===== config.mk =====
export PLATFORM = sky130hd
export DESIGN_NAME = pio_console_flat
export DESIGN_NICKNAME = d
export VERILOG_FILES = /design/src/pio_pkg.sv /design/src/pio_bus_if.sv /design/src/pio_console.sv /design/src/pio_decode.sv /design/src/flat_wrapper.sv
export VERILOG_INCLUDE_DIRS = /design/src /design/src/src
export SDC_FILE = /design/constraint.sdc
export NUM_CORES = 1
export LEC_CHECK = 0
export ABC_AREA = 1
export BUFFER_PORTS_ARGS = -buffer_cell sky130_fd_sc_hd__buf_4
export CAP_MARGIN = 10
export CORE_AREA = 4 4 98 77
export CTS_BUF_LIST = sky130_fd_sc_hd__clkbuf_8 sky130_fd_sc_hd__clkbuf_16
export DETAILED_ROUTE_END_ITERATION = 16
export DIE_AREA = 0 0 102 81
export HOLD_SLACK_MARGIN = 0.1
export PLACE_DENSITY_LB_ADDON = 0.2
export SYNTH_ARGS = -nofsm -noshare
export SYNTH_HDL_FRONTEND = slang
export SYNTH_SLANG_ARGS = --single-unit

===== constraint.sdc =====
create_clock -name mclk -period 1.7 [get_ports mclk]
set_clock_uncertainty 0.1 [all_clocks]
set_input_delay 0.17 -clock mclk [delete_from_list [all_inputs] [get_ports mclk]]
set_output_delay 0.17 -clock mclk [all_outputs]
set_load 0.02 [all_outputs]

===== src/pio_regs.svh =====
// Timing counts, address decodes and field positions for the expansion bus.
`ifndef PIO_REGS_SVH
`define PIO_REGS_SVH
// Clock period of mclk in ns.
`define PIO_CLK_NS        20
// Address settle time before a strobe or sample, ns.
`define PIO_SETTLE_NS     100
`define PIO_SETTLE_CYC    ((`PIO_SETTLE_NS + `PIO_CLK_NS - 1) / `PIO_CLK_NS)
// Latest read data after cycle start, ns.
`define PIO_RDVALID_NS    750
`define PIO_RDVALID_CYC   (`PIO_RDVALID_NS / `PIO_CLK_NS)
// Byte read sample point: start of cycle 2 (two 333 ns cycles), ns.
`define PIO_SAMPLE_NS     800
`define PIO_SAMPLE_CYC    (`PIO_SAMPLE_NS / `PIO_CLK_NS)
// Phase two leading edge inside cycle 1, ns.
`define PIO_PH2_NS        160
`define PIO_PH2_CYC       (`PIO_PH2_NS / `PIO_CLK_NS)
// Write strobe low time, ns.
`define PIO_WRSTB_NS      650
`define PIO_WRSTB_CYC     (`PIO_WRSTB_NS / `PIO_CLK_NS)
// Byte write length: lowest address changes here, ns.
`define PIO_BYTE_NS       990
`define PIO_BYTE_CYC      (`PIO_BYTE_NS / `PIO_CLK_NS)
// Internal arithmetic cycle ahead of a write, ns.
`define PIO_ALU_NS        340
`define PIO_ALU_CYC       (`PIO_ALU_NS / `PIO_CLK_NS)
// Serial cycle: two clock cycles of 650 ns total, strobe 80 ns.
`define PIO_SER_NS        650
`define PIO_SER_CYC       (`PIO_SER_NS / `PIO_CLK_NS)
`define PIO_SERSMP_NS     330
`define PIO_SERSMP_CYC    (`PIO_SERSMP_NS / `PIO_CLK_NS)
`define PIO_SERSTB_NS     80
`define PIO_SERSTB_CYC    (`PIO_SERSTB_NS / `PIO_CLK_NS)
`define PIO_SERCLK_NS     410
`define PIO_SERCLK_CYC    (`PIO_SERCLK_NS / `PIO_CLK_NS)
// Memory block decode: top three address bits.
`define PIO_MBLK_HI       15
`define PIO_MBLK_LO       13
`define PIO_MBLK_VAL      3'h2
// Speech decode: top six address bits, write and read addresses.
`define PIO_SPK_HI        15
`define PIO_SPK_LO        10
`define PIO_SPK_WR        6'h24
`define PIO_SPK_RD        6'h25
// Serial space for peripherals and per-card block.
`define PIO_SER_BASE_HI   15
`define PIO_SER_BASE_LO   12
`define PIO_SER_PERI      4'h1
`define PIO_SER_CARD_HI   11
`define PIO_SER_CARD_LO   8
`endif

===== src/pio_pkg.sv =====
// Types used by the console end of the expansion bus.
package pio_pkg;
    typedef enum logic [2:0] {
        PIO_IDLE,
        PIO_ALU,
        PIO_MEM,
        PIO_SER,
        PIO_DONE
    } pio_state_t;
endpackage


===== src/pio_bus_if.sv =====
// Expansion bus wires between console and a plug-in card.
`timescale 1ns/1ps
interface pio_bus_if;
    logic [15:0] addr;
    logic        memory_cycle_enable_n;
    logic        data_bus_in_strobe;
    logic        write_strobe_n;
    logic        peripheral_block_select_n;
    logic        speech_block_select_n;
    logic        serial_io_strobe_n;
    logic        serial_io_in;
    logic        external_interrupt_request_n;
    logic [7:0]  data_con_o;
    logic        data_con_oe;
    logic [7:0]  data_per_o;
    logic        data_per_oe;
    modport console (
        output addr, memory_cycle_enable_n, data_bus_in_strobe,
               write_strobe_n, peripheral_block_select_n,
               speech_block_select_n, serial_io_strobe_n,
               data_con_o, data_con_oe,
        input  serial_io_in, external_interrupt_request_n,
               data_per_o, data_per_oe
    );
    modport card (
        input  addr, memory_cycle_enable_n, data_bus_in_strobe,
               write_strobe_n, peripheral_block_select_n,
               speech_block_select_n, serial_io_strobe_n,
               data_con_o, data_con_oe,
        output serial_io_in, external_interrupt_request_n,
               data_per_o, data_per_oe
    );
endinterface


===== src/pio_console.sv =====
// Console end of the expansion bus: byte-split memory and serial cycles.
// How it works
// - Word access becomes two byte cycles, assembled.
// - Odd byte first, even byte second.
// - Read: enable low, data-in high, write high.
// - Address driven with enable, settles 100 ns.
// - Block select asserts at phase two, cycle 1.
// - Card read data valid by 750 ns.
// - Word sampled at phase one of cycle 2.
// - Write preceded by arithmetic cycle, enable asserted; here enable stays high through it.
// - Write strobe low at phase two, 650 ns; here 640 ns, rounded down to whole ticks.
// - Lowest address changes at 990 ns; here at 980 ns, rounded down to whole ticks.
// - Second write byte same; select held throughout.
// - Block 4000-5FFF predecoded as block select.
// - Speech select 9000 write, 9400 read.
// - Serial bits 1000-1FFE belong to cards.
// - Serial output over two cycles, address settles.
// - Serial strobe 80 ns low in cycle 2.
// - Serial output data valid from cycle 1.
// - Serial input sampled at cycle 2 start.
// - Card interrupt routed to a maskable input.
`timescale 1ns/1ps
`include "pio_regs.svh"
module pio_console (
    // Clock and reset.
    input  wire logic        mclk,
    input  wire logic        arst_n,
    // Processor side request.
    input  wire logic        req,
    input  wire logic        req_rd,
    input  wire logic        req_ser,
    input  wire logic [15:0] req_addr,
    input  wire logic [15:0] req_wdata,
    output logic             req_ready,
    output logic             done,
    output logic [15:0]      rdata,
    // Maskable interrupt input of the system interface.
    output logic             sys_int_n,
    // Expansion bus.
    pio_bus_if.console       bus
);
    // Whole console state: one copy is computed, one is registered.
    typedef struct packed {
        pio_pkg::pio_state_t st;
        logic [5:0]          cnt;
        logic                rd;
        logic                blk;
        logic                second;
        logic [15:0]         addr;
        logic [15:0]         wdata;
        logic [15:0]         rdata;
        logic                done;
        logic                spk;
    } pio_con_t;

    pio_con_t s_q;
    pio_con_t s_d;
    logic     mem_hit;
    logic     spk_hit;

    // Selects are decoded from the request and then held in the state.
    pio_decode pio_decode_i (
        .addr    (req_addr),
        .rd      (req_rd),
        .mem_hit (mem_hit),
        .spk_hit (spk_hit)
    );

    // A released data bus reads as zero: data-in high pulls it down,
    // so a card that does not answer yields zero, not stale data.
    logic [7:0] rd_byte;
    assign rd_byte = bus.data_per_oe ? bus.data_per_o : 8'h00;

    // Cycle plan in mclk ticks, counted from the start of each byte or
    // bit cycle. Every count is rounded down to whole ticks except the
    // settle time, which is rounded up so the address never gets less.
    // The trade-off: a byte cycle may end up to one tick short of its
    // typical length, which a card cannot tell from normal spread.
    localparam logic [5:0] SETTLE = 6'(`PIO_SETTLE_CYC);
    localparam logic [5:0] PH2    = 6'(`PIO_PH2_CYC);
    localparam logic [5:0] WREND  = 6'(`PIO_PH2_CYC + `PIO_WRSTB_CYC);
    localparam logic [5:0] SAMPLE = 6'(`PIO_SAMPLE_CYC);
    localparam logic [5:0] BYTE   = 6'(`PIO_BYTE_CYC);
    localparam logic [5:0] ALU    = 6'(`PIO_ALU_CYC);
    localparam logic [5:0] SERSMP = 6'(`PIO_SERSMP_CYC);
    localparam logic [5:0] SERCLK = 6'(`PIO_SERCLK_CYC);
    localparam logic [5:0] SERSTB = 6'(`PIO_SERCLK_CYC + `PIO_SERSTB_CYC);
    localparam logic [5:0] SEREND = 6'(`PIO_SER_CYC);

    // Sequencer: one counter paces every edge of the byte and bit cycles.
    always_comb begin
        s_d      = s_q;
        s_d.done = 1'b0;
        case (s_q.st)
            pio_pkg::PIO_IDLE: begin
                // Capture the whole request; the bus works from the copy.
                if (req) begin
                    s_d.rd     = req_rd;
                    s_d.blk    = mem_hit & ~req_ser;
                    s_d.addr   = req_addr;
                    s_d.wdata  = req_wdata;
                    s_d.second = 1'b0;
                    s_d.cnt    = 6'h00;
                    s_d.spk    = spk_hit & ~req_ser;
                    if (req_ser) begin
                        s_d.st = pio_pkg::PIO_SER;
                    end else if (req_rd) begin
                        s_d.st = pio_pkg::PIO_MEM;
                    end else begin
                        s_d.st = pio_pkg::PIO_ALU;
                    end
                end
            end
            pio_pkg::PIO_ALU: begin
                // Internal arithmetic cycle: nothing moves on the bus yet.
                s_d.cnt = s_q.cnt + 6'h01;
                if (s_q.cnt == ALU - 6'h01) begin
                    s_d.cnt = 6'h00;
                    s_d.st  = pio_pkg::PIO_MEM;
                end
            end
            pio_pkg::PIO_MEM: begin
                s_d.cnt = s_q.cnt + 6'h01;
                // Odd byte lands in the low lane, even byte in the high.
                if (s_q.rd && s_q.cnt == SAMPLE - 6'h01) begin
                    if (s_q.second) begin
                        s_d.rdata[15:8] = rd_byte;
                    end else begin
                        s_d.rdata[7:0] = rd_byte;
                    end
                end
                if (s_q.cnt == BYTE - 6'h01) begin
                    s_d.cnt = 6'h00;
                    if (s_q.second) begin
                        s_d.st = pio_pkg::PIO_DONE;
                    end else begin
                        s_d.second = 1'b1;
                    end
                end
            end
            pio_pkg::PIO_SER: begin
                // One bit cycle; only reads sample the input line.
                s_d.cnt = s_q.cnt + 6'h01;
                if (s_q.rd && s_q.cnt == SERSMP - 6'h01) begin
                    s_d.rdata = {15'h0000, bus.serial_io_in};
                end
                if (s_q.cnt == SEREND - 6'h01) begin
                    s_d.st = pio_pkg::PIO_DONE;
                end
            end
            pio_pkg::PIO_DONE: begin
                // One-cycle completion pulse, then back to idle.
                s_d.done = 1'b1;
                s_d.st   = pio_pkg::PIO_IDLE;
            end
            default: begin
                s_d.st = pio_pkg::PIO_IDLE;
            end
        endcase
    end

    // State register; reset leaves the bus idle.
    always_ff @(posedge mclk or negedge arst_n) begin
        if (!arst_n) begin
            s_q <= '0;
        end else begin
            s_q <= s_d;
        end
    end

    // Which kind of cycle the bus is running now.
    logic in_mem;
    logic in_ser;
    assign in_mem = (s_q.st == pio_pkg::PIO_MEM);
    assign in_ser = (s_q.st == pio_pkg::PIO_SER);

    // Pin drive. The lowest address line doubles as serial output data.
    always_comb begin
        bus.addr = 16'h0000;
        if (in_mem) begin
            bus.addr = {s_q.addr[15:1], ~s_q.second};
        end else if (in_ser) begin
            bus.addr = {s_q.addr[14:0], s_q.wdata[0]};
        end
        bus.memory_cycle_enable_n = ~in_mem;
        bus.data_bus_in_strobe    = in_mem & s_q.rd;
        // Held through both bytes, so the select spans the whole word.
        bus.peripheral_block_select_n =
            ~(in_mem && s_q.blk && (s_q.second || s_q.cnt >= PH2));
        bus.write_strobe_n = ~(in_mem && !s_q.rd && s_q.cnt >= PH2
                               && s_q.cnt < WREND && s_q.cnt >= SETTLE);
        // Speech write select waits for settled address and data.
        bus.speech_block_select_n = ~(in_mem && s_q.spk
                                      && (s_q.rd || s_q.cnt >= SETTLE));
        bus.serial_io_strobe_n = ~(in_ser && !s_q.rd && s_q.cnt >= SERCLK
                                   && s_q.cnt < SERSTB);
        // Data is driven only in write byte cycles, one lane per byte.
        bus.data_con_oe = in_mem & ~s_q.rd;
        bus.data_con_o  = s_q.second ? s_q.wdata[15:8] : s_q.wdata[7:0];
    end

    // Handshake outputs come straight from the state.
    assign req_ready = (s_q.st == pio_pkg::PIO_IDLE);
    assign done      = s_q.done;
    assign rdata     = s_q.rdata;
    assign sys_int_n = bus.external_interrupt_request_n;
endmodule


===== src/pio_decode.sv =====
// Console address predecode for card memory and speech selects.
`timescale 1ns/1ps
`include "pio_regs.svh"
module pio_decode (
    // Address and direction.
    input  wire logic [15:0] addr,
    input  wire logic        rd,
    // Decoded selects, active high.
    output logic             mem_hit,
    output logic             spk_hit
);
    // Pure predecode; the console times the selects onto the pins.
    always_comb begin
        mem_hit = (addr[`PIO_MBLK_HI:`PIO_MBLK_LO] == `PIO_MBLK_VAL);
        spk_hit = rd ? (addr[`PIO_SPK_HI:`PIO_SPK_LO] == `PIO_SPK_RD)
                     : (addr[`PIO_SPK_HI:`PIO_SPK_LO] == `PIO_SPK_WR);
    end
endmodule


===== src/flat_wrapper.sv =====
// flat-port wrapper written by rule: the top's interface ports become plain ports
module pio_console_flat 
  (mclk, arst_n, req, req_rd, req_ser, req_addr, req_wdata, req_ready, done, rdata, sys_int_n, bus_addr, bus_memory_cycle_enable_n, bus_data_bus_in_strobe, bus_write_strobe_n, bus_peripheral_block_select_n, bus_speech_block_select_n, bus_serial_io_strobe_n, bus_data_con_o, bus_data_con_oe, bus_serial_io_in, bus_external_interrupt_request_n, bus_data_per_o, bus_data_per_oe);
  pio_bus_if bus_i ();
  input  wire logic mclk;
  input  wire logic arst_n;
  input  wire logic req;
  input  wire logic req_rd;
  input  wire logic req_ser;
  input  wire logic [15:0] req_addr;
  input  wire logic [15:0] req_wdata;
  output logic req_ready;
  output logic done;
  output logic [15:0] rdata;
  output logic sys_int_n;
  output wire logic [$bits(bus_i.addr)-1:0] bus_addr;
  output wire logic [$bits(bus_i.memory_cycle_enable_n)-1:0] bus_memory_cycle_enable_n;
  output wire logic [$bits(bus_i.data_bus_in_strobe)-1:0] bus_data_bus_in_strobe;
  output wire logic [$bits(bus_i.write_strobe_n)-1:0] bus_write_strobe_n;
  output wire logic [$bits(bus_i.peripheral_block_select_n)-1:0] bus_peripheral_block_select_n;
  output wire logic [$bits(bus_i.speech_block_select_n)-1:0] bus_speech_block_select_n;
  output wire logic [$bits(bus_i.serial_io_strobe_n)-1:0] bus_serial_io_strobe_n;
  output wire logic [$bits(bus_i.data_con_o)-1:0] bus_data_con_o;
  output wire logic [$bits(bus_i.data_con_oe)-1:0] bus_data_con_oe;
  input wire logic [$bits(bus_i.serial_io_in)-1:0] bus_serial_io_in;
  input wire logic [$bits(bus_i.external_interrupt_request_n)-1:0] bus_external_interrupt_request_n;
  input wire logic [$bits(bus_i.data_per_o)-1:0] bus_data_per_o;
  input wire logic [$bits(bus_i.data_per_oe)-1:0] bus_data_per_oe;
  assign bus_addr = bus_i.addr;
  assign bus_memory_cycle_enable_n = bus_i.memory_cycle_enable_n;
  assign bus_data_bus_in_strobe = bus_i.data_bus_in_strobe;
  assign bus_write_strobe_n = bus_i.write_strobe_n;
  assign bus_peripheral_block_select_n = bus_i.peripheral_block_select_n;
  assign bus_speech_block_select_n = bus_i.speech_block_select_n;
  assign bus_serial_io_strobe_n = bus_i.serial_io_strobe_n;
  assign bus_data_con_o = bus_i.data_con_o;
  assign bus_data_con_oe = bus_i.data_con_oe;
  assign bus_i.serial_io_in = bus_serial_io_in;
  assign bus_i.external_interrupt_request_n = bus_external_interrupt_request_n;
  assign bus_i.data_per_o = bus_data_per_o;
  assign bus_i.data_per_oe = bus_data_per_oe;
  pio_console u_core (.mclk(mclk), .arst_n(arst_n), .req(req), .req_rd(req_rd), .req_ser(req_ser), .req_addr(req_addr), .req_wdata(req_wdata), .req_ready(req_ready), .done(done), .rdata(rdata), .sys_int_n(sys_int_n), .bus(bus_i));
endmodule

After elaboration in Yosys (flattened, before gate mapping) --
Index checks and enable logic that the tools add are counted. W data, S select, Z words.
Operators by class: add/subtract/negate cells 1, bitwise logic cells 12, $lt $le $gt $ge 5, reduce and logical (&&, ||, !) cells 26, muxes and demuxes 22, equal/unequal tests 20
Operator list (number):
- $mux W16 | 4
- $mux W44 | 1
- $mux W8 | 4
- $pmux W16 S2 | 1
- $eq A6 B6 Y1 const B | 4
- $pmux W6 S4 | 1
- $mux W9 | 2
- $logic_and A1 B1 Y1 | 13
- $eq A6 B5 Y1 const B | 2
- $ne A2 B2 Y1 const B | 6
- $pmux W3 S4 | 1
- $eq A3 B2 Y1 const B | 3
- $not A1 Y1 | 8
- $reduce_and A4 Y1 | 2
- $add A6 B1 Y6 const B | 1
- $eq A6 B4 Y1 const B | 1
- $ge A6 B3 Y1 const B | 1
- $ge A6 B4 Y1 const B | 1
- $ge A6 B5 Y1 const B | 1
- $lt A6 B5 Y1 const B | 1
- $lt A6 B6 Y1 const B | 1
- $mux W3 | 2
- $reduce_and A5 Y1 | 1
- $and A1 B1 Y1 | 4
- 13 further kinds | 20
Storage, ports and cells: register bits 62, output and inout bits 50, bits of input ports 48, word-level logic and storage cells 97

Depth between registers and ports, before layout --
Gate-level depths: netlist of the first run.
depth after elaboration 6, gate-level depth with buffers 10, depth with buffers taken out 9

By module --
A second synthesis of the first run with hierarchy kept.
Second synthesis, totals: cell total of the unflattened synthesis 442, area, all modules 3340.7 sq um
Modules (own cells, without submodules):
- pio_console | area each 3295.7 sq um, sequential area each 1551.5 sq um, times used 1, cells an instance 432
- pio_decode | area each 45.0 sq um, sequential area each 0.0 sq um, times used 1, cells an instance 10

Worst setup path before layout of the first run --
No wires, ideal clock.
path type reg2out, from register u_core.s_q[61] in the netlist's numbering, to output bus_write_strobe_n, path buffers 0, stages on the path, launching flop included 7, arrival 1.502 ns, setup slack -0.072 ns, required time 1.430 ns, path through dfrtp_1 inv_2 nand2_1 nor2_4 inv_2 nor2_1 o2111ai_1
Between the ends: longest elaborated chain between the ends 6
Ends and longest elaborated chain:
- start: declaration | RTL line pio_console.sv:56 | pio_con_t s_q;
- start signal: assignment | RTL line pio_console.sv:165 | s_q <= '0;
- start signal: assignment | RTL line pio_console.sv:167 | s_q <= s_d;
- $eq A3 B2 Y1 | RTL line pio_console.sv:174 | assign in_mem = (s_q.st == pio_pkg::PIO_MEM);
- $logic_and A1 B1 Y1 (2 in series) | RTL line pio_console.sv:190 | bus.write_strobe_n = ~(in_mem && !s_q.rd && s_q.cnt >= PH2
- $logic_and A1 B1 Y1 (2 in series) | RTL line pio_console.sv:191 | && s_q.cnt < WREND && s_q.cnt >= SETTLE);
- $not A1 Y1 | RTL line pio_console.sv:190
- end: declaration | RTL line flat_wrapper.sv:19 | output wire logic [$bits(bus_i.write_strobe_n)-1:0] bus_write_strobe_n;
No other way between the ends.

Worst setup path after layout of the first run --
from register u_core.s_q[61] in the netlist's numbering, to output bus_addr[15]
Between the ends: longest elaborated chain between the ends 3, elaborated cells on any way between the ends 4, those cells by class eq/ne: 2; mux: 2
Ends and longest elaborated chain:
- $eq A3 B2 Y1 | RTL line pio_console.sv:175 | assign in_ser = (s_q.st == pio_pkg::PIO_SER);
- $mux W16 | RTL line pio_console.sv:182 | end else if (in_ser) begin
- $mux W16 * | RTL line pio_console.sv:180 | if (in_mem) begin
- end: declaration | RTL line flat_wrapper.sv:16 | output wire logic [$bits(bus_i.addr)-1:0] bus_addr;
Every way passes the cells marked *; elsewhere a longest branch is shown, timed or not.

==> results of run 1 <==
==> worst max-delay path, delay by kind of cell (launching register included) <==
family	cells	cell delay, ns
and+or+nand+nor	1	0.15
AOI/OAI and AO/OA	1	0.18
buffers and inverters	4	0.54
DFF	1	0.40
==> power by group through the flow <==
stage / Combinational (mW) / Sequential (mW) / Clock, mW
2_1_floorplan: 2.62 / 2.34 / 0
3_3_place_gp: 3.63 / 2.43 / 0
3_5_place_dp: 3.69 / 2.45 / 0
4_1_cts: 4.75 / 2.42 / 1.35
5_1_grt: 6.21 / 2.55 / 1.42
6_report: 5.83 / 2.51 / 1.34
==> stage by stage <==
stage / util, % / setup WS (ns)
after CTS: 75.5 / -0.143
final: 81.4 / -0.188
after detailed placement: 58.7 / 0.0683
after global routing: 81.4 / -0.232
after floorplan: - / 0.0335
after global placement: 58.7 / 0.111
==> worst max-delay path by stage <==
stage                               from                to  slack, ns  cells after the start
after CTS                 u_core.s_q[61]      bus_addr[14]      -0.14                      6
after global placement    u_core.s_q[53]  u_core.rdata[15]       0.11                      6
final                     u_core.s_q[61]      bus_addr[15]      -0.19                      6
after global routing      u_core.s_q[61]       bus_addr[6]      -0.23                      6
after detailed placement  u_core.s_q[53]   u_core.rdata[3]       0.07                      7
after floorplan           u_core.s_q[61]      bus_addr[10]       0.03                      6
==> cell families (layout without fill, tap and decap cells) <==
group / after synthesis / after routing / synth area share [%]
and+or+nand+nor: 198 / 200 / 26.5
buffers and inverters: 72 / 233 / 11.4
AOI/OAI and AO/OA: 66 / 66 / 11.6
DFF: 62 / 62 / 48.6
adders and majority gates: 4 / 4 / 1.57
xor gates and xnor gates: 1 / 1 / 0.275
other: 0 / 1 / 0
==> registers in the layout (all words and copies together) (netlist names) <==
register / cells
u_core.s_q: 45
u_core.done: 1
u_core.rdata: 16
==> what timing repair did <==
item | 4_1_cts | 5_1_grt
setup endpoints to repair | 22 | 83
gates resized for setup | 67 | 65
buffers inserted | 18 | 8
endpoints found under the hold margin | 115 | 0
pin swaps | 1 | 15
gates cloned | 2 | 3
hold buffers | 45 | 0
==> final cells by class <==
| cell class | instances | area [µm²] |
|---|---|---|
| Multi-Input combinational cell | 271 | 1700 |
| Timing Repair Buffer | 178 | 1670 |
| Sequential cell | 62 | 1560 |
| Fill cell | 395 | 1230 |
| Inverter | 39 | 159 |
| Clock buffer | 11 | 151 |
| Tap cell | 84 | 105 |
| Clock inverter | 5 | 57.6 |
| Antenna cell | 1 | 2.50 |
==> synth_stat cells <==
library cell  number
inv_2              7
nor2_4             2
xor2_1             1
clkbuf_1           3
a21oi_1            7
o211ai_1           1
o21ai_0            5
o21ai_4            1
buf_4             17
nand2_1          141
inv_1             31
buf_6              2
nor2_2             1
nand3_2            1
o21ai_1           35
dfrtp_1           62
nand4_1            5
nor3_1             3
nand3_1           19
ha_1               4
nand3b_1           3
o2111ai_1          2
buf_1              1
clkinv_2           1
nor2_1            21
nand3_4            2
o31ai_1            1
o22ai_1           14
buf_2             10
==> per-layer routing <==
metal  global-route usage [%]  vias up  part of all wire [%]
met5                        0        -                     0
met4                     6.29        0                   3.8
met3                     6.18       51                   7.1
met2                     43.4      196                    49
met1                     32.2     1701                    40
li1                         -     1607                     -
==> results.py, run 1 <==
metrics = {
    "status": {
        "status": "finished with violations",
        "violations": "setup timing",
    },
    "yosys": {
        "syn_inst": 403,
        "avgSynthCellArea_um2": 7.92,
        "syn_area_um2": 3190,
        "yosysUniqueCellTypes": 29,
        "ys_warn_count": 0,
        "ys_ff_latch": 62,
        "synthTopCellsByArea": "dfrtp_1 (49%), nand2_1 (17%), o21ai_1 (5.5%)",
        "yosysTopAreaCellShare_pct": 48.6,
        "seq_area_frac_synth_pct": 48.6,
        "synth_nets": 455,
        "yosysTopAreaCell": "dfrtp_1",
    },
    "power_and_ir_drop": {
        "p_leak_nw": 2.58,
        "seqPwrFrac_pct": 25.9,
        "p_sw_mw": 4.38,
        "internal_power_mw": 5.29,
        "ir_drop_uv": 981,
        "pwr-share-clk_pct": 13.8,
        "power_density_nw_per_um2": 1790,
        "p_total_mw": 9.67,
        "combPwrFrac_pct": 60.2,
        "swShare_pct": 45.3,
    },
    "setup_path": {
        "r2r_end": "u_core.rdata[9]",
        "endpoint_kind": "primary output",
        "required_ns": 1.43,
        "reg2reg_setup_slack_ns": -0.07,
        "start_kind": "flip-flop",
        "cpPeakStageDelay_ns": 0.40,
        "r2r_cells": 8,
        "slowest_stage": "dfrtp_1",
        "path_class": "reg -> out",
        "r2r_start": "u_core.s_q[59]",
        "path_cells": "inv_2 -> buf_6 -> nand3_4 -> buf_12 -> o22ai_2 -> buf_6",
        "critPathArrivalTime_ns": 1.62,
        "path_common_cell": "buf_6",
        "path_max_fanout": 7,
    },
    "timing": {
        "tns_ns": -3.18,
        "rsz0062_at_grt": "true",
        "final_hold_viol_count": 0,
        "min_period_ns": 1.89,
        "fmax_mhz": 530,
        "drv_slew": 0,
        "setup_ws_ns": -0.188,
        "setup_violations": 35,
        "hold_ws_ns": 0.162,
        "post-route-period-util_pct": 111,
        "max-slew-margin-rel_pct": 62.2,
        "tightest_slew_ns": 0.567,
    },
    "routing": {
        "vias": 3555,
        "drt-total-wl_um": 11600,
        "ant_nets": 0,
        "dr.pass1.iters": 5,
        "drc": 0,
        "viasPerCell": 5.46,
        "avgRoutedWirePerCell_um": 17.8,
        "drtIter0Drc": 269,
    },
    "floorplanning": {
        "die_h_um": 81,
        "dieArea_um2": 8260,
        "io_pins": 98,
        "die_x_um": 102,
        "coreArea_um2": 6640,
        "initial_core_util_pct": 48.1,
        "rows": 26,
    },
    "clocking": {
        "cts_sinks": 62,
        "root_buffer": "clkbuf_8",
        "clk_path_buf_depth": 2,
        "cts_buffers": 9,
        "cts_tree": "done",
        "path_clk_slew_ns": 0.07,
        "htreeDepth": 3,
        "insertion_delay_ns": 0.34,
    },
    "place": {
        "dp.cells": 558,
        "dp_hpwl_um": 5840,
        "port_buffers": 95,
        "placed_area_um2": 3890,
        "routabilityCongestion": 0.917,
    },
    "grt": {
        "grt_first_pass_wirelength_um": 16100,
        "grt_pass1_vias": 3337,
        "antenna_found_initial": 0,
        "grt_max_degree": 43,
        "track_usage_pct": 25.2,
        "grt-ovfl-total": 0,
    },
    "finish": {
        "area_growth_syn_to_layout_pct": 69.4,
        "final_area_um2": 5410,
        "final_common_cell": "nand2_1",
        "final_cell_mix": "nand2_1 (118), buf_4 (98), dfrtp_1 (57)",
        "final-instance-count-excl-fill": 651,
        "fin_nets": 613,
        "drive_gt1_share_pct": 41.0,
    },
    "worst_hold_path": {
        "worstHoldPathType": "in -> async",
    },
    "flow_run": {
        "maxCapViolations": 0,
    },
}
(Power assumes the default switching activity.)
==> run 2, diff against run 1 <==
--- a/config.mk
+++ b/config.mk
@@ -15,6 +15,7 @@
 export DIE_AREA = 0 0 102 81
 export HOLD_SLACK_MARGIN = 0.1
 export PLACE_DENSITY_LB_ADDON = 0.2
+export RECOVER_POWER = 25
 export SYNTH_ARGS = -nofsm -noshare
 export SYNTH_HDL_FRONTEND = slang
 export SYNTH_SLANG_ARGS = --single-unit
==> run 2 against run 1 <==
Compared with the run above:
- the run still ends with setup timing left
- first-iteration DRC count decreased by 14%
- register-to-register slack about the same
- flip-flop and latch count unchanged
- sequential share of layout area increased by 0.080 points
- clock power about the same
- critical path type unchanged
- worst hold slack improved by 0.078 ns
==> results.py, run 2 (synthesis results as in run 1) <==
metrics = {
    "routing": {
        "drc": 0,
        "drt-total-wl_um": 11600,
        "avgRoutedWirePerCell_um": 17.8,
        "vias": 3552,
        "dr.pass1.iters": 5,
        "drtIter0Drc": 232,
        "viasPerCell": 5.46,
        "ant_nets": 0,
    },
    "finish": {
        "final_common_cell": "nand2_1",
        "area_growth_syn_to_layout_pct": 68.9,
        "largest_register_ffs": 45,
        "post-route-util_pct": 81.2,
        "largest_register": "u_core.s_q",
        "drive_gt1_share_pct": 41.0,
        "fin_nets": 613,
        "final-instance-count-excl-fill": 651,
        "final_cell_mix": "nand2_1 (118), buf_4 (97), dfrtp_1 (57)",
    },
    "timing": {
        "tightest_slew_ns": 0.581,
        "fmax_mhz": 530,
        "rsz0062_at_grt": "true",
        "post-route-period-util_pct": 111,
        "setup_ws_ns": -0.186,
        "min_period_ns": 1.89,
        "max-slew-margin-rel_pct": 61.3,
        "drv_slew": 0,
        "hold_ws_ns": 0.240,
        "final_hold_viol_count": 0,
        "tns_ns": -3.22,
        "setup_violations": 35,
    },
    "floorplanning": {
        "rows": 26,
        "io_pins": 98,
        "dieArea_um2": 8260,
        "coreArea_um2": 6640,
        "die_h_um": 81,
        "initial_core_util_pct": 48.1,
        "die_x_um": 102,
    },
    "flow_run": {
        "maxCapViolations": 0,
    },
    "grt": {
        "track_usage_pct": 25.2,
        "antenna_found_initial": 0,
        "grt-ovfl-total": 0,
        "grt_first_pass_wirelength_um": 16100,
        "grt_max_degree": 43,
        "grt_pass1_vias": 3337,
    },
    "status": {
        "violations": "setup timing",
        "status": "finished with violations",
    },
    "place": {
        "port_buffers": 95,
        "routabilityCongestion": 0.917,
        "dp.cells": 558,
        "dp_hpwl_um": 5840,
    },
    "clocking": {
        "path_clk_slew_ns": 0.07,
        "cts_buffers": 9,
        "htreeDepth": 3,
        "cts_sinks": 62,
        "cts_tree": "done",
        "insertion_delay_ns": 0.34,
        "root_buffer": "clkbuf_8",
        "clk_path_buf_depth": 2,
    },
    "setup_path": {
        "reg2reg_setup_slack_ns": -0.06,
        "required_ns": 1.43,
        "path_class": "reg -> out",
        "path_max_fanout": 7,
        "critPathArrivalTime_ns": 1.62,
        "start_kind": "flip-flop",
        "endpoint_kind": "primary output",
    },
    "power_and_ir_drop": {
        "p_leak_nw": 2.58,
        "power_density_nw_per_um2": 1790,
        "ir_drop_uv": 982,
    },
    "worst_hold_path": {
        "worstHoldPathType": "in -> async",
    },
}
[run 2: stage by stage]
step / power, mW / cell area, µm² / setup slack, ns
final: 9.67 / 5390 / -0.186
after global routing: 10.2 / 5390 / -0.232
after CTS: 8.52 / 5010 / -0.143
after detailed placement: 6.14 / 3890 / 0.0683
after global placement: 6.06 / 3890 / 0.111
after floorplan: 4.96 / 3200 / 0.0335
[run 2: area by class of cell]
class                           count  area, µm²
Tap cell                           84        105
Inverter                           39        159
Antenna cell                        1       2.50
Multi-Input combinational cell    271       1700
Timing Repair Buffer              178       1660
Clock buffer                       11        151
Fill cell                         398       1250
Clock inverter                      5       57.6
Sequential cell                    62       1560
[run 2: what timing repair did]
action / in CTS / in global routing
hold buffers: 45 / 0
setup buffers: 18 / 8
gates cloned: 2 / 3
setup endpoints to repair: 22 / 83
hold endpoints to repair: 115 / 0
gates resized for setup: 67 / 65
pin swaps: 1 / 15
[run 2: worst max-delay path, cell delays in order, from the launching register on]
cell	delay (ns)
dfrtp_1	0.40
inv_2	0.08
buf_6	0.10
nand3_4	0.15
buf_12	0.22
o22ai_2	0.18
buf_6	0.15
[run 2: power breakdown]
group	internal [mW]	switching, mW	total (mW)
clock	0.754	0.584	1.34
sequential	2.08	0.431	2.51
combinational	2.45	3.37	5.82
total	5.28	4.38	9.67
[run 2: metal layers]
metal,global-route usage (%),vias up,wire length (µm)
met5,0,-,0
met4,6.29,0,447
met3,6.18,53,948
met2,43.4,218,5680
met1,32.2,1675,4530
li1,-,1606,-
[run 2: worst paths after layout]
check	from	end	depth (start not counted)
min in group mclk	bus_external_interrupt_request_n	sys_int_n	0
worst min-delay path	arst_n	u_core.rdata[8]	2
worst max-delay path	u_core.s_q[61]	bus_addr[15]	6
worst max register to register	u_core.s_q[59]	u_core.rdata[9]	8
worst min register to register	u_core.s_q[28]	u_core.s_q[28]	2
max in group asynchronous	arst_n	u_core.s_q[60]	3
==> run 3, diff against run 2 <==
--- a/config.mk
+++ b/config.mk
@@ -9,13 +9,15 @@
 export ABC_AREA = 1
 export BUFFER_PORTS_ARGS = -buffer_cell sky130_fd_sc_hd__buf_4
 export CAP_MARGIN = 10
-export CORE_AREA = 4 4 98 77
+export CORE_AREA = 4 4 100 78
 export CTS_BUF_LIST = sky130_fd_sc_hd__clkbuf_8 sky130_fd_sc_hd__clkbuf_16
 export DETAILED_ROUTE_END_ITERATION = 16
-export DIE_AREA = 0 0 102 81
+export DIE_AREA = 0 0 104 82
+export GPL_ROUTABILITY_DRIVEN = 0
 export HOLD_SLACK_MARGIN = 0.1
 export PLACE_DENSITY_LB_ADDON = 0.2
 export RECOVER_POWER = 25
 export SYNTH_ARGS = -nofsm -noshare
 export SYNTH_HDL_FRONTEND = slang
+export SYNTH_HIERARCHICAL = 1
 export SYNTH_SLANG_ARGS = --single-unit
==> run 3 against run 2 <==
Compared with the run above:
- worst hold slack lost 0.13 ns
- critical endpoint is now bus_peripheral_block_select_n
- fmax increased by 3.4%
- power is 24% lower
- the flow still finishes with violations (setup timing)
- sequential power fell by 12%
==> results.py, run 3 <==
metrics = {
    "routing": {
        "drc": 0,
        "drt-total-wl_um": 9890,
        "drtIter0Drc": 217,
        "ant_nets": 0,
        "vias": 3447,
        "avgRoutedWirePerCell_um": 14.7,
        "dr.pass1.iters": 5,
        "viasPerCell": 5.11,
    },
    "finish": {
        "largest_register_ffs": 45,
        "post-route-util_pct": 73.9,
        "fin_nets": 638,
        "antenna_cells": 0,
        "drive_gt1_share_pct": 31.7,
        "final_area_um2": 5000,
        "final_cell_mix": "nand2_1 (167), buf_4 (108), dfrtp_1 (57)",
        "final_common_cell": "nand2_1",
        "area_growth_syn_to_layout_pct": 49.8,
        "nFillCells": 507,
        "largest_register": "u_core/s_q",
    },
    "clocking": {
        "cts_sinks": 62,
        "root_buffer": "clkbuf_8",
        "insertion_delay_ns": 0.34,
        "cts_tree": "done",
        "path_clk_slew_ns": 0.07,
        "htreeDepth": 3,
        "clk_path_buf_depth": 2,
        "cts_buffers": 9,
    },
    "yosys": {
        "yosysTopAreaCellShare_pct": 46.4,
        "yosys.cell_count.top_type": "nand2_1",
        "ys_ff_latch": 62,
        "yosysTopAreaCell": "dfrtp_1",
        "ys_warn_count": 6,
        "syn_inst": 442,
        "syn_area_um2": 3340,
        "yosysUniqueCellTypes": 33,
        "synth_nets": 494,
        "synth-edff-count": 0,
        "synth_common_cells": "nand2_1 (172), dfrtp_1 (62), inv_1 (33), nand3_1 (33), nor2_1 (31)",
        "avgSynthCellArea_um2": 7.56,
        "synthTopCellsByArea": "dfrtp_1 (46%), nand2_1 (19%), nand3_1 (4.9%)",
        "synth-async-reset-ratio_pct": 100,
        "seq_area_frac_synth_pct": 46.4,
        "synth_top_flop_cell": "dfrtp_1",
    },
    "timing": {
        "min_period_ns": 1.82,
        "drv_slew": 0,
        "setup_violations": 23,
        "tightest_slew_ns": 0.728,
        "setup_ws_ns": -0.124,
        "post-route-period-util_pct": 107,
        "max-slew-margin-rel_pct": 51.4,
        "rsz0062_at_grt": "true",
        "final_hold_viol_count": 0,
        "fmax_mhz": 548,
        "hold_ws_ns": 0.112,
    },
    "setup_path": {
        "critPathArrivalTime_ns": 1.55,
        "start_kind": "flip-flop",
        "endpoint_kind": "primary output",
        "path_max_fanout": 6,
        "required_ns": 1.43,
        "path_class": "reg -> out",
    },
    "power_and_ir_drop": {
        "p_leak_nw": 2.56,
        "ir_drop_uv": 920,
        "power_density_nw_per_um2": 1460,
        "p_total_mw": 7.30,
    },
    "grt": {
        "antenna_found_initial": 0,
        "grt_pass1_vias": 3151,
        "track_usage_pct": 22.9,
        "grt_first_pass_wirelength_um": 15500,
        "grt-ovfl-total": 0,
        "grt_max_degree": 34,
    },
    "place": {
        "port_buffers": 95,
        "dp_hpwl_um": 6160,
        "placed_area_um2": 4050,
    },
    "floorplanning": {
        "initial_core_util_pct": 49.4,
        "dieArea_um2": 8530,
        "die_x_um": 104,
        "die_h_um": 82,
        "coreArea_um2": 6770,
        "rows": 26,
        "io_pins": 98,
    },
    "worst_hold_path": {
        "worstHoldPathType": "in -> reg",
    },
    "status": {
        "status": "finished with violations",
        "violations": "setup timing",
    },
    "flow_run": {
        "maxCapViolations": 0,
    },
}
## run 3: cell count changes in the layout (fill, tap and decap cells not counted), moves of 4 or more
cell           before  now
dlygate4sd3_1      45   41
o22ai_1             0    9
o21ai_1            33   13
nand3_4             6    2
a21oi_1             7    2
nand3_1            14   30
buf_4              97  108
nand2_2            20    7
o22ai_4            10    0
o21ai_0             3   14
buf_6              27    9
nor2_1             15   29
nand2_1           118  167
## run 3: area by class of cell
cell class,count,area [µm²],area share [%]
multi-input cells,308,1530,30.6
flip-flops and latches,62,1560,31.1
inverters,40,160,3.20
well taps,84,105,2.10
clock inverters,3,42.5,0.850
repair buffers,165,1440,28.8
clock buffers,12,165,3.30
## run 3: path summary, 6_finish.rpt
path	from	endpoint	slack (ns)	cells after the start
min	bus_data_per_o[5]	u_core/rdata[5]	0.11	5
max in group asynchronous	arst_n	u_core/s_q[21]	0.19	3
max	u_core/s_q[59]	bus_peripheral_block_select_n	-0.12	6
min in group asynchronous	arst_n	u_core/s_q[56]	0.31	2
max reg2reg	u_core/s_q[53]	u_core/s_q[54]	-0.05	8
min reg2reg	u_core/s_q[27]	u_core/s_q[27]	0.37	2
## run 3: kinds of logic (layout without fill, tap and decap cells)
| kind of cell | after synthesis | after routing | share of synthesized area, % |
|---|---|---|---|
| XOR/XNOR | 1 | 1 | 0.262 |
| AND/OR/NAND/NOR | 256 | 256 | 32.8 |
| flip-flops | 62 | 62 | 46.4 |
| adder cells (fa/ha/maj) | 4 | 4 | 1.50 |
| buffers and inverters | 72 | 220 | 11.2 |
| AO/OA/AOI/OAI | 47 | 47 | 7.75 |
## run 3: what timing repair did
| action | CTS | global route |
|---|---|---|
| hold endpoints to repair | 108 | 0 |
| cloned | 0 | 1 |
| endpoints found under the setup margin | 21 | 70 |
| hold buffers | 41 | 0 |
| resized for setup | 25 | 29 |
| pin swaps | 2 | 5 |
| buffers inserted | 9 | 9 |
## run 3: power breakdown
part           switching [mW]  total [mW]  internal (mW)  leakage, nW
Combinational            2.20        3.75           1.55         1.70
Clock                   0.561        1.35          0.786        0.104
Sequential              0.269        2.21           1.94        0.759
## run 3: critical path, stage by stage (launching register included)
cell and delay, ns:
dfrtp_2 0.44, inv_4 0.11, nand3_4 0.14, buf_4 0.18
inv_4 0.08, o211ai_1 0.09, buf_4 0.17
## run 3: metal layers
metal | global-route usage, % | share of wire [%] | wire length (µm) | vias to the layer above
li1 | - | - | - | 1668
met1 | 30.6 | 43 | 4260 | 1606
met2 | 37.0 | 48 | 4710 | 150
met3 | 6.13 | 7.3 | 717 | 23
met4 | 7.17 | 2.1 | 207 | 0
met5 | 0 | 0 | 0 | -
## run 3: metrics by stage
stage                     TNS, ns  worst slack [ns]  std cells
after floorplan                 0            0.0252        442
after global placement          0             0.113        599
after detailed placement        0            0.0468        599
after CTS                   -1.21           -0.0885        664
after global routing        -5.79            -0.237        674
final                       -1.99            -0.124        674
